==> src/abu_pkg.sv <==
package abu_pkg;
	localparam int ADDR_W = 16;
	localparam int DATA_W = 8;
	localparam int APB_AW = 12;
	localparam int APB_DW = 32;
	localparam int TIMER_COUNT = 2;
	localparam logic [15:0] REG_WAIT_STATUS = 16'hFE00;
	localparam logic [15:0] REG_FLAG_CTRL = 16'hFE03;
	localparam logic [15:0] REG_ADDR_HIGH = 16'hFE0C;
	localparam logic [15:0] REG_ADDR_LOW = 16'hFE0D;
	localparam logic [15:0] REG_STATUS_CTRL = 16'hFE0E;
	localparam logic [15:0] DEV_PAGE = 16'hFE00;
	localparam int BIT_MATCH_ENABLE = 7;
	localparam int BIT_ACTIVE = 6;
	localparam int BIT_WAIT_EXIT = 1;
	localparam int BIT_CLEAR_ENABLE = 7;
	localparam logic [7:0] RST_BYTE = 8'h00;
	localparam logic [15:0] VEC_NORMAL = 16'hFFFC;
	localparam logic [15:0] VEC_MONITOR = 16'hFEFC;
	localparam logic [11:0] APB_CTRL = 12'h000;
	localparam logic [11:0] APB_STATUS = 12'h004;
	localparam logic [11:0] APB_DEV_BASE = 12'h100;
	localparam int CTRL_MONITOR = 0;
	localparam int ST_IN_BREAK = 0;
	localparam int ST_BREAK_REQ = 1;
	localparam int ST_CLEAR_ALLOW = 2;
	localparam int ST_PENDING = 3;
	localparam int ST_MONITOR = 4;
	typedef enum logic [1:0] {
		ABU_IDLE = 2'b00,
		ABU_PEND = 2'b01,
		ABU_BRK = 2'b10
	} abu_state_t;
endpackage : abu_pkg

==> src/abu_link_if.sv <==
`timescale 1ns/1ps
interface abu_link_if;
	logic [15:0] bus_addr;
	logic bus_cycle;
	logic bus_opcode;
	logic bus_wait;
	logic in_break;
	logic reg_wr;
	logic [15:0] reg_addr;
	logic [7:0] reg_wdata;
	logic [7:0] reg_rdata;
	logic break_req;
	logic break_opcode;
	logic status_clear_allow;
	modport dev (
		input bus_addr,
		input bus_cycle,
		input bus_opcode,
		input bus_wait,
		input in_break,
		input reg_wr,
		input reg_addr,
		input reg_wdata,
		output reg_rdata,
		output break_req,
		output break_opcode,
		output status_clear_allow
	);
	modport sim (
		output bus_addr,
		output bus_cycle,
		output bus_opcode,
		output bus_wait,
		output in_break,
		output reg_wr,
		output reg_addr,
		output reg_wdata,
		input reg_rdata,
		input break_req,
		input break_opcode,
		input status_clear_allow
	);
endinterface : abu_link_if

==> src/abu_addr_match.sv <==
`timescale 1ns/1ps
module abu_addr_match #(
	parameter int ADDR_W = abu_pkg::ADDR_W
) (
	input wire logic [ADDR_W-1:0] addr,
	input wire logic [ADDR_W-1:0] brk_addr,
	input wire logic arm,
	input wire logic cycle,
	output logic match
);
	// Every bus cycle is compared on all address bits.
	assign match = arm & cycle & (addr == brk_addr);
endmodule : abu_addr_match

==> src/abu_break_unit.sv <==
// Chosen here: the APB slave port and the address map.
`timescale 1ns/1ps
module abu_break_unit #(
	parameter int ADDR_W = abu_pkg::ADDR_W,
	parameter int TIMER_COUNT = abu_pkg::TIMER_COUNT
) (
	input wire logic clk,
	input wire logic nrst,
	input wire logic ce,
	input wire logic test_high_voltage,
	abu_link_if.dev link,
	output logic [TIMER_COUNT-1:0] timer_halt,
	output logic watchdog_disable
);
	logic match_break_enable;
	logic break_active_flag;
	logic [7:0] break_address_high_byte;
	logic [7:0] break_address_low_byte;
	logic wait_exit_by_break_flag;
	logic break_flag_clear_enable;
	logic pending;
	logic pending_opcode;
	logic hold_off;
	logic tv_meta;
	logic tv_sync;
	logic [7:0] rdata;
	logic clear_allow;

	logic next_match_break_enable;
	logic next_break_active_flag;
	logic [7:0] next_high;
	logic [7:0] next_low;
	logic next_wait_flag;
	logic next_clear_enable;
	logic next_pending;
	logic next_pending_opcode;
	logic next_hold_off;
	logic [7:0] next_rdata;

	wire [15:0] break_addr;
	wire hit_wait;
	wire hit_flag;
	wire hit_high;
	wire hit_low;
	wire hit_sc;
	wire wr_wait;
	wire wr_flag;
	wire wr_high;
	wire wr_low;
	wire wr_sc;
	wire sw_break;
	wire match;
	wire arm;
	wire [7:0] rd_wait;
	wire [7:0] rd_flag;
	wire [7:0] rd_sc;

	function automatic logic reg_hit(
		input logic [15:0] a,
		input logic [15:0] r
	);
		reg_hit = (a == r);
	endfunction : reg_hit

	assign hit_wait = reg_hit(link.reg_addr, abu_pkg::REG_WAIT_STATUS);
	assign hit_flag = reg_hit(link.reg_addr, abu_pkg::REG_FLAG_CTRL);
	assign hit_high = reg_hit(link.reg_addr, abu_pkg::REG_ADDR_HIGH);
	assign hit_low = reg_hit(link.reg_addr, abu_pkg::REG_ADDR_LOW);
	assign hit_sc = reg_hit(link.reg_addr, abu_pkg::REG_STATUS_CTRL);
	assign wr_wait = link.reg_wr & hit_wait;
	assign wr_flag = link.reg_wr & hit_flag;
	assign wr_high = link.reg_wr & hit_high;
	assign wr_low = link.reg_wr & hit_low;
	assign wr_sc = link.reg_wr & hit_sc;

	assign break_addr = {break_address_high_byte, break_address_low_byte};

	// A set active flag also blocks matching, so one hit raises one break.
	assign arm = match_break_enable & ~hold_off & ~break_active_flag;

	// Wait mode does not gate the comparator.
	abu_addr_match #(
		.ADDR_W(ADDR_W)
	) u_match (
		.addr(link.bus_addr),
		.brk_addr(break_addr),
		.arm(arm),
		.cycle(link.bus_cycle),
		.match(match)
	);

	assign sw_break = wr_sc & link.reg_wdata[abu_pkg::BIT_ACTIVE];

	always_comb begin
		next_break_active_flag = break_active_flag;
		if (match | sw_break) begin
			next_break_active_flag = 1'b1;
		end else if (wr_sc) begin
			next_break_active_flag = 1'b0;
		end
	end

	assign next_match_break_enable = wr_sc ?
		link.reg_wdata[abu_pkg::BIT_MATCH_ENABLE] : match_break_enable;
	assign next_high = wr_high ? link.reg_wdata : break_address_high_byte;
	assign next_low = wr_low ? link.reg_wdata : break_address_low_byte;
	assign next_clear_enable = wr_flag ?
		link.reg_wdata[abu_pkg::BIT_CLEAR_ENABLE] : break_flag_clear_enable;

	// Clearing the active flag alone does not re-arm; a new address does.
	always_comb begin
		next_hold_off = hold_off;
		if (match) begin
			next_hold_off = 1'b1;
		end else if (wr_high | wr_low) begin
			next_hold_off = 1'b0;
		end
	end

	// The request stands until the integration logic enters the break.
	always_comb begin
		next_pending = pending;
		next_pending_opcode = pending_opcode;
		if (match) begin
			next_pending = 1'b1;
			next_pending_opcode = link.bus_opcode;
		end else if (sw_break) begin
			next_pending = 1'b1;
			next_pending_opcode = 1'b0;
		end else if (link.in_break) begin
			next_pending = 1'b0;
			next_pending_opcode = 1'b0;
		end
	end

	// A break pending while the core waits is the one that ends the wait.
	always_comb begin
		next_wait_flag = wait_exit_by_break_flag;
		if (pending & link.bus_wait) begin
			next_wait_flag = 1'b1;
		end else if (wr_wait & ~link.reg_wdata[abu_pkg::BIT_WAIT_EXIT]) begin
			next_wait_flag = 1'b0;
		end
	end

	assign rd_wait = {6'h00, wait_exit_by_break_flag, 1'b0};
	assign rd_flag = {break_flag_clear_enable, 7'h00};
	assign rd_sc = {match_break_enable, break_active_flag, 6'h00};
	assign next_rdata = hit_wait ? rd_wait :
		hit_flag ? rd_flag :
		hit_high ? break_address_high_byte :
		hit_low ? break_address_low_byte :
		hit_sc ? rd_sc :
		abu_pkg::RST_BYTE;

	// The pin is asynchronous to clk, so it is resynchronised first.
	always_ff @(posedge clk or negedge nrst) begin
		if (!nrst) begin
			tv_meta <= 1'b0;
			tv_sync <= 1'b0;
		end else if (ce) begin
			tv_meta <= test_high_voltage;
			tv_sync <= tv_meta;
		end
	end

	always_ff @(posedge clk or negedge nrst) begin
		if (!nrst) begin
			match_break_enable <= 1'b0;
			break_active_flag <= 1'b0;
			break_address_high_byte <= abu_pkg::RST_BYTE;
			break_address_low_byte <= abu_pkg::RST_BYTE;
			break_flag_clear_enable <= 1'b0;
			wait_exit_by_break_flag <= 1'b0;
			hold_off <= 1'b0;
		end else if (ce) begin
			match_break_enable <= next_match_break_enable;
			break_active_flag <= next_break_active_flag;
			break_address_high_byte <= next_high;
			break_address_low_byte <= next_low;
			break_flag_clear_enable <= next_clear_enable;
			wait_exit_by_break_flag <= next_wait_flag;
			hold_off <= next_hold_off;
		end
	end

	always_ff @(posedge clk or negedge nrst) begin
		if (!nrst) begin
			pending <= 1'b0;
			pending_opcode <= 1'b0;
			rdata <= abu_pkg::RST_BYTE;
			clear_allow <= 1'b1;
			timer_halt <= '0;
			watchdog_disable <= 1'b0;
		end else if (ce) begin
			pending <= next_pending;
			pending_opcode <= next_pending_opcode;
			rdata <= next_rdata;
			clear_allow <= ~link.in_break | break_flag_clear_enable;
			timer_halt <= {TIMER_COUNT{link.in_break}};
			watchdog_disable <= link.in_break & tv_sync;
		end
	end

	assign link.break_req = pending;
	assign link.break_opcode = pending_opcode;
	assign link.reg_rdata = rdata;
	assign link.status_clear_allow = clear_allow;
endmodule : abu_break_unit

==> src/flat_wrapper.sv <==
// flat-port wrapper written by rule: the top's interface ports become plain ports
module abu_break_unit_flat 
#(
	parameter int ADDR_W = abu_pkg::ADDR_W,
	parameter int TIMER_COUNT = abu_pkg::TIMER_COUNT
)
  (clk, nrst, ce, test_high_voltage, timer_halt, watchdog_disable, link_bus_addr, link_bus_cycle, link_bus_opcode, link_bus_wait, link_in_break, link_reg_wr, link_reg_addr, link_reg_wdata, link_reg_rdata, link_break_req, link_break_opcode, link_status_clear_allow);
  abu_link_if link_i ();
  input wire logic clk;
  input wire logic nrst;
  input wire logic ce;
  input wire logic test_high_voltage;
  output logic [TIMER_COUNT-1:0] timer_halt;
  output logic watchdog_disable;
  input wire logic [$bits(link_i.bus_addr)-1:0] link_bus_addr;
  input wire logic [$bits(link_i.bus_cycle)-1:0] link_bus_cycle;
  input wire logic [$bits(link_i.bus_opcode)-1:0] link_bus_opcode;
  input wire logic [$bits(link_i.bus_wait)-1:0] link_bus_wait;
  input wire logic [$bits(link_i.in_break)-1:0] link_in_break;
  input wire logic [$bits(link_i.reg_wr)-1:0] link_reg_wr;
  input wire logic [$bits(link_i.reg_addr)-1:0] link_reg_addr;
  input wire logic [$bits(link_i.reg_wdata)-1:0] link_reg_wdata;
  output wire logic [$bits(link_i.reg_rdata)-1:0] link_reg_rdata;
  output wire logic [$bits(link_i.break_req)-1:0] link_break_req;
  output wire logic [$bits(link_i.break_opcode)-1:0] link_break_opcode;
  output wire logic [$bits(link_i.status_clear_allow)-1:0] link_status_clear_allow;
  assign link_i.bus_addr = link_bus_addr;
  assign link_i.bus_cycle = link_bus_cycle;
  assign link_i.bus_opcode = link_bus_opcode;
  assign link_i.bus_wait = link_bus_wait;
  assign link_i.in_break = link_in_break;
  assign link_i.reg_wr = link_reg_wr;
  assign link_i.reg_addr = link_reg_addr;
  assign link_i.reg_wdata = link_reg_wdata;
  assign link_reg_rdata = link_i.reg_rdata;
  assign link_break_req = link_i.break_req;
  assign link_break_opcode = link_i.break_opcode;
  assign link_status_clear_allow = link_i.status_clear_allow;
  abu_break_unit #(.ADDR_W(ADDR_W), .TIMER_COUNT(TIMER_COUNT)) u_core (.clk(clk), .nrst(nrst), .ce(ce), .test_high_voltage(test_high_voltage), .link(link_i), .timer_halt(timer_halt), .watchdog_disable(watchdog_disable));
endmodule
==> config.mk <==
export PLATFORM = sky130hd
export DESIGN_NAME = abu_break_unit_flat
export DESIGN_NICKNAME = d
export VERILOG_FILES = /design/src/abu_pkg.sv /design/src/abu_link_if.sv /design/src/abu_addr_match.sv /design/src/abu_break_unit.sv /design/src/flat_wrapper.sv
export SDC_FILE = /design/constraint.sdc
export NUM_CORES = 1
export LEC_CHECK = 0
export ABC_CLOCK_PERIOD_IN_PS = 1400
export CORE_MARGIN = 4
export CORE_UTILIZATION = 60
export DETAILED_ROUTE_END_ITERATION = 8
export DONT_BUFFER_PORTS = 1
export GPL_TIMING_DRIVEN = 0
export PLACE_DENSITY = 0.76
export SYNTH_ARGS = -nofsm -noshare
export SYNTH_HDL_FRONTEND = slang
export SYNTH_SLANG_ARGS = --single-unit
==> constraint.sdc <==
create_clock -name clk -period 1.4 [get_ports clk]
set_input_delay 0.07 -clock clk [delete_from_list [all_inputs] [get_ports clk]]
set_output_delay 0.07 -clock clk [all_outputs]
set_load 0.05 [all_outputs]
# Word level (Yosys, flattened, before mapping)
# Cells that the tools add are included.
# totals
inputBits,49
register_bits,36
# classes
eq_ne,6
bitwise,20
n_mux,16
reduce_logical,12
# op_table
operator,n
"16-bit equality test, second input constant",5
8-bit two-way mux,5
16-bit equality test,1
2-bit AND reduction,8
1-bit AND,13
1-bit two-way mux,11
2-bit nonzero test,3
1-bit NOT,4
1-bit bitwise OR,3
3-bit nonzero test,1

# Depth between registers and ports, before layout
# logic_depth
depth_word,8
depth_mapped,6
ltp_nobuf,5

# Cells and area by module
# A second synthesis with hierarchy kept.
# unflattened
cells_unflattened,157
hier_area_um2,1848.0
# modules_own_cells
mod,cells_per_inst,seq_area_each_um2,instances,area_per_inst_um2
abu_break_unit,135,902.1,1,1664.1
abu_addr_match,22,0.0,1,183.9

# Worst setup path after synthesis
# OpenSTA, ideal clock, no wires.
# synth_timing
path_type,input port to flip-flop
from,in link_reg_addr[5]
to,reg u_core.break_address_low_byte[0]
stages,4
setup_time_ps,125
setup_slack_ps,-207
arrival_ps,1482
required_ps,1275
n_path_buf,0
cell_sequence,or4_4 > nor4_4 > nand3b_2 > mux2_2
# synth_between
elab_chain_len,3
# synth_lines
item,line,source
start: declaration,flat_wrapper.sv:21,input wire logic [$bits(link_i.reg_addr)-1:0] link_reg_addr;
16-bit equality test,abu_break_unit.sv:62,reg_hit = (a == r);
1-bit AND,abu_break_unit.sv:73,assign wr_low = link.reg_wr & hit_low;
2-bit AND reduction (no source line),--,
end signal: assignment,abu_break_unit.sv:172,break_address_low_byte <= abu_pkg::RST_BYTE;
end signal: assignment,abu_break_unit.sv:180,break_address_low_byte <= next_low;
end: declaration,abu_break_unit.sv:18,logic [7:0] break_address_low_byte;
# No other way between the ends.
# A chain may end at the register's enable or synchronous reset.

# Worst setup path after layout
# layout_timing
from,reg u_core.break_address_low_byte[1]
to,"reg u_core.pending_opcode, in the netlist u_core.link.break_opcode"
# layout_between
elab_chain_len,4
word_cells_on_any_way,5
cone_classes,1 x eq/ne; 1 x mux; 1 x bitwise; 2 x reduce/logical
# layout_lines
item,line,source
16-bit equality test *,abu_addr_match.sv:12,assign match = arm & cycle & (addr == brk_addr);
1-bit AND *,abu_addr_match.sv:12,
3-bit nonzero test (no source line),--,
2-bit AND reduction (no source line),--,
end signal: assignment,abu_break_unit.sv:197,pending_opcode <= next_pending_opcode;
end: declaration,abu_break_unit.sv:22,logic pending_opcode;
# Mark *: on every way between the ends. The rest lies on a longest branch, timed or not.

==> impl_metrics.json <==
{
  "hpwl_mm": 3.10,
  "min_period_over_period_pct": 100,
  "layout.nets": 242,
  "layout_setup_ws_ns": -0.00499,
  "yosysWarnings": 0,
  "cts_max_path_buffers": 2,
  "rows": 19,
  "grt_start_max_net_pins": 37,
  "syn_area_per_cell_sq_um": 10.9,
  "synth_cell_types": 33,
  "synth-seq-cells": 36,
  "cts_buffers": 5,
  "drc": 0,
  "layout-drive-gt1-share_pct": 20.1,
  "final_common_cell": "dfrtp_1",
  "violations": "negative setup slack",
  "antenna_found_initial": 0,
  "period_needed_ns": 1.40,
  "synthAdderAreaFrac_pct": 0,
  "slew_violations": 0,
  "io_pins": 63,
  "cts_setup_buffers": 0,
  "cts_root_buf": "clkbuf_4",
  "hold_viol_final": 0,
  "ys_async_sr_fraction_pct": 100,
  "synth_xor_area_share_pct": 7.57,
  "ys_seq_area_share_pct": 48.7,
  "final_cell_mix": "dfrtp_1, mux2_2, xnor2_1, dlygate4sd3_1",
  "cts.sinks": 36,
  "grt_pass1_wl_mm": 6.69,
  "htreeDepth": 2,
  "crit_path_start_kind": "flop",
  "final.setup_skew_ns": 0.00976,
  "die_area_sq_um": 4040,
  "vdd_drop_max_mv": 0.693,
  "vias_per_cell": 6.20,
  "hold_class": "in -> reg",
  "synth_edf_count": 0,
  "synth_ff_type": "dfrtp_1",
  "clk_pin_slew_ns": 0.11,
  "drv_cap": 0,
  "syn2layout_area_growth_pct": 16.7,
  "crit_type": "reg -> reg",
  "power_density_nw_per_um2": 855,
  "nFillCells": 224,
  "track_usage_pct": 21.5,
  "synth_area_sq_um": 1850,
  "grt_pass1_vias": 1427,
  "final_core_util_pct": 75.7,
  "crit_chain": "xnor2_1, nand3_1, nor3_4, a21oi_1, nand3b_1",
  "crit_fanout": 3,
  "cp-end-kind": "flop",
  "synthMuxAreaShare_pct": 17.1,
  "startpoint": "u_core.break_address_low_byte[1]",
  "overflow": 0,
  "min_from": "ce",
  "synth_top_family_by_area": "simple AND/OR/NAND/NOR gates",
  "vias": 1396,
  "cp.arrival_ns": 1.63,
  "diodes": 0,
  "max_stage_delay_ns": 0.42,
  "holdWs_ns": 0.0228,
  "rr_startpoint": "u_core.break_address_low_byte[1]",
  "rsz0062_at_grt": "yes",
  "die_height_microns": 63.5,
  "clkLatencyLatePin_ns": 0.34,
  "tightest_slew_ns": 0.511,
  "first_pass_iters": 4,
  "synth.net_count": 218,
  "cts_tree": "built",
  "required_ns": 1.63,
  "finalSetupViolCount": 1,
  "status": "finished with violations",
  "ant_nets": 0,
  "dieWidth_microns": 63.5,
  "p_leak_uw": 0.000967,
  "cp_num_buf_inv": 0,
  "routed_wl_mm": 4.17,
  "first_iter_violations": 87,
  "synth-simple-area-share_pct": 18.1,
  "coreArea_sq_um": 2850,
  "crit_slowest_cell": "dfrtp_1",
  "start_util_pct": 64.9,
  "io_buffers": 0,
  "fin_tns_setup_ns": -0.00499,
  "slew_headroom_pct": 65.9,
  "finalWeightedCongestion": 0.810,
  "synth_compound_area_share_pct": 5.54,
  "synthCells": 169,
  "fmax_mhz": 712,
  "critPathTopFamily": "simple AND/OR/NAND/NOR gates",
  "post_drt_wl_per_cell_microns": 18.5
}
[registers in the layout (all words and copies together) (netlist names)]
name / flops
u_core.wait_exit_by_break_flag: 1
u_core.timer_halt: 1
u_core.break_address_low_byte: 8
u_core.tv_sync: 1
u_core.link.reg_rdata: 8
u_core.tv_meta: 1
u_core.watchdog_disable: 1
u_core.break_address_high_byte: 8
u_core.hold_off: 1
u_core.break_active_flag: 1
u_core.link.break_req: 1
u_core.link.break_opcode: 1
u_core.break_flag_clear_enable: 1
u_core.match_break_enable: 1
u_core.link.status_clear_allow: 1
[power breakdown]
| part | switching (uW) | internal (uW) |
|---|---|---|
| clock | 326 | 248 |
| sequential | 40.8 | 1060 |
| combinational | 88.6 | 86.9 |
| total | 455 | 1390 |
[worst register-to-register path, cell delays in order, from the launching register on]
cell and delay [ns]:
dfrtp_1 0.42, xnor2_1 0.19, nand3_1 0.15, nor3_4 0.28
a21oi_1 0.09, nand3b_1 0.16
[synth_stat cells, types with 3 or more instances]
| master | count | area share, % |
|---|---|---|
| o22ai_1 | 5 | 1.7 |
| nor3_1 | 4 | 1.1 |
| inv_1 | 9 | 1.8 |
| nor2b_1 | 3 | 1.0 |
| nand4_1 | 8 | 2.7 |
| dfrtp_1 | 35 | 47 |
| nand2_1 | 9 | 1.8 |
| nor2_1 | 10 | 2.0 |
| mux2_2 | 21 | 13 |
| nand3_1 | 11 | 3.0 |
| mux2i_1 | 8 | 4.3 |
| xnor2_1 | 16 | 7.6 |
| o21ai_0 | 7 | 1.9 |
[layout make-up]
class / instances / area, sq um / share of cell area [%]
plain buffers: 4 / 20.0 / 0.927
clock buffers: 8 / 58.8 / 2.72
inverters: 9 / 33.8 / 1.56
multi-input cells: 120 / 925 / 42.8
flip-flops and latches: 36 / 903 / 41.8
well taps: 31 / 38.8 / 1.80
repair buffers: 17 / 180 / 8.34
[metal layers]
layer  track usage [%]  up-vias  part of all wire, %
met5                 0        -                    0
met4              8.89        0                  1.7
met3              5.51       10                  7.8
met2              34.4       58                   48
met1              27.5      674                   42
li1                  -      654                    -
[final timing paths]
path / to / slack (ns) / depth (start not counted)
max in group asynchronous: u_core.link.status_clear_allow / 0.98 / 2
min reg2reg: u_core.hold_off / 0.51 / 2
max reg2reg: u_core.link.break_opcode / -0.005 / 5
min: u_core.link.reg_rdata[1] / 0.02 / 3
min in group asynchronous: u_core.break_address_low_byte[1] / 0.17 / 2
max: u_core.link.break_opcode / -0.005 / 5
[metrics by stage]
step / instances / setup WS, ns / cell area, sq um / power (uW)
global route: 225 / -0.0977 / 2160 / 1930
finish: 225 / -0.00499 / 2160 / 1850
detailed placement: 200 / -0.256 / 1900 / 1220
CTS: 225 / 0.00482 / 2150 / 1860
floorplan: 169 / -0.0790 / 1860 / 1210
global placement: 200 / -0.231 / 1900 / 1220
[cell families after synthesis]
logic type / Yosys count
AND/OR/NAND/NOR: 58
flip-flops: 36
multiplexers: 29
AO/OA/AOI/OAI: 17
XOR/XNOR: 16
buffers and inverters: 13
[repair_timing]
action	4_1_cts	5_1_grt
setup endpoints to repair	4	5
hold endpoints to repair	64	0
resized for setup	3	2
pin swaps	3	0
hold buffers	17	0
(Power assumes the default switching activity.)
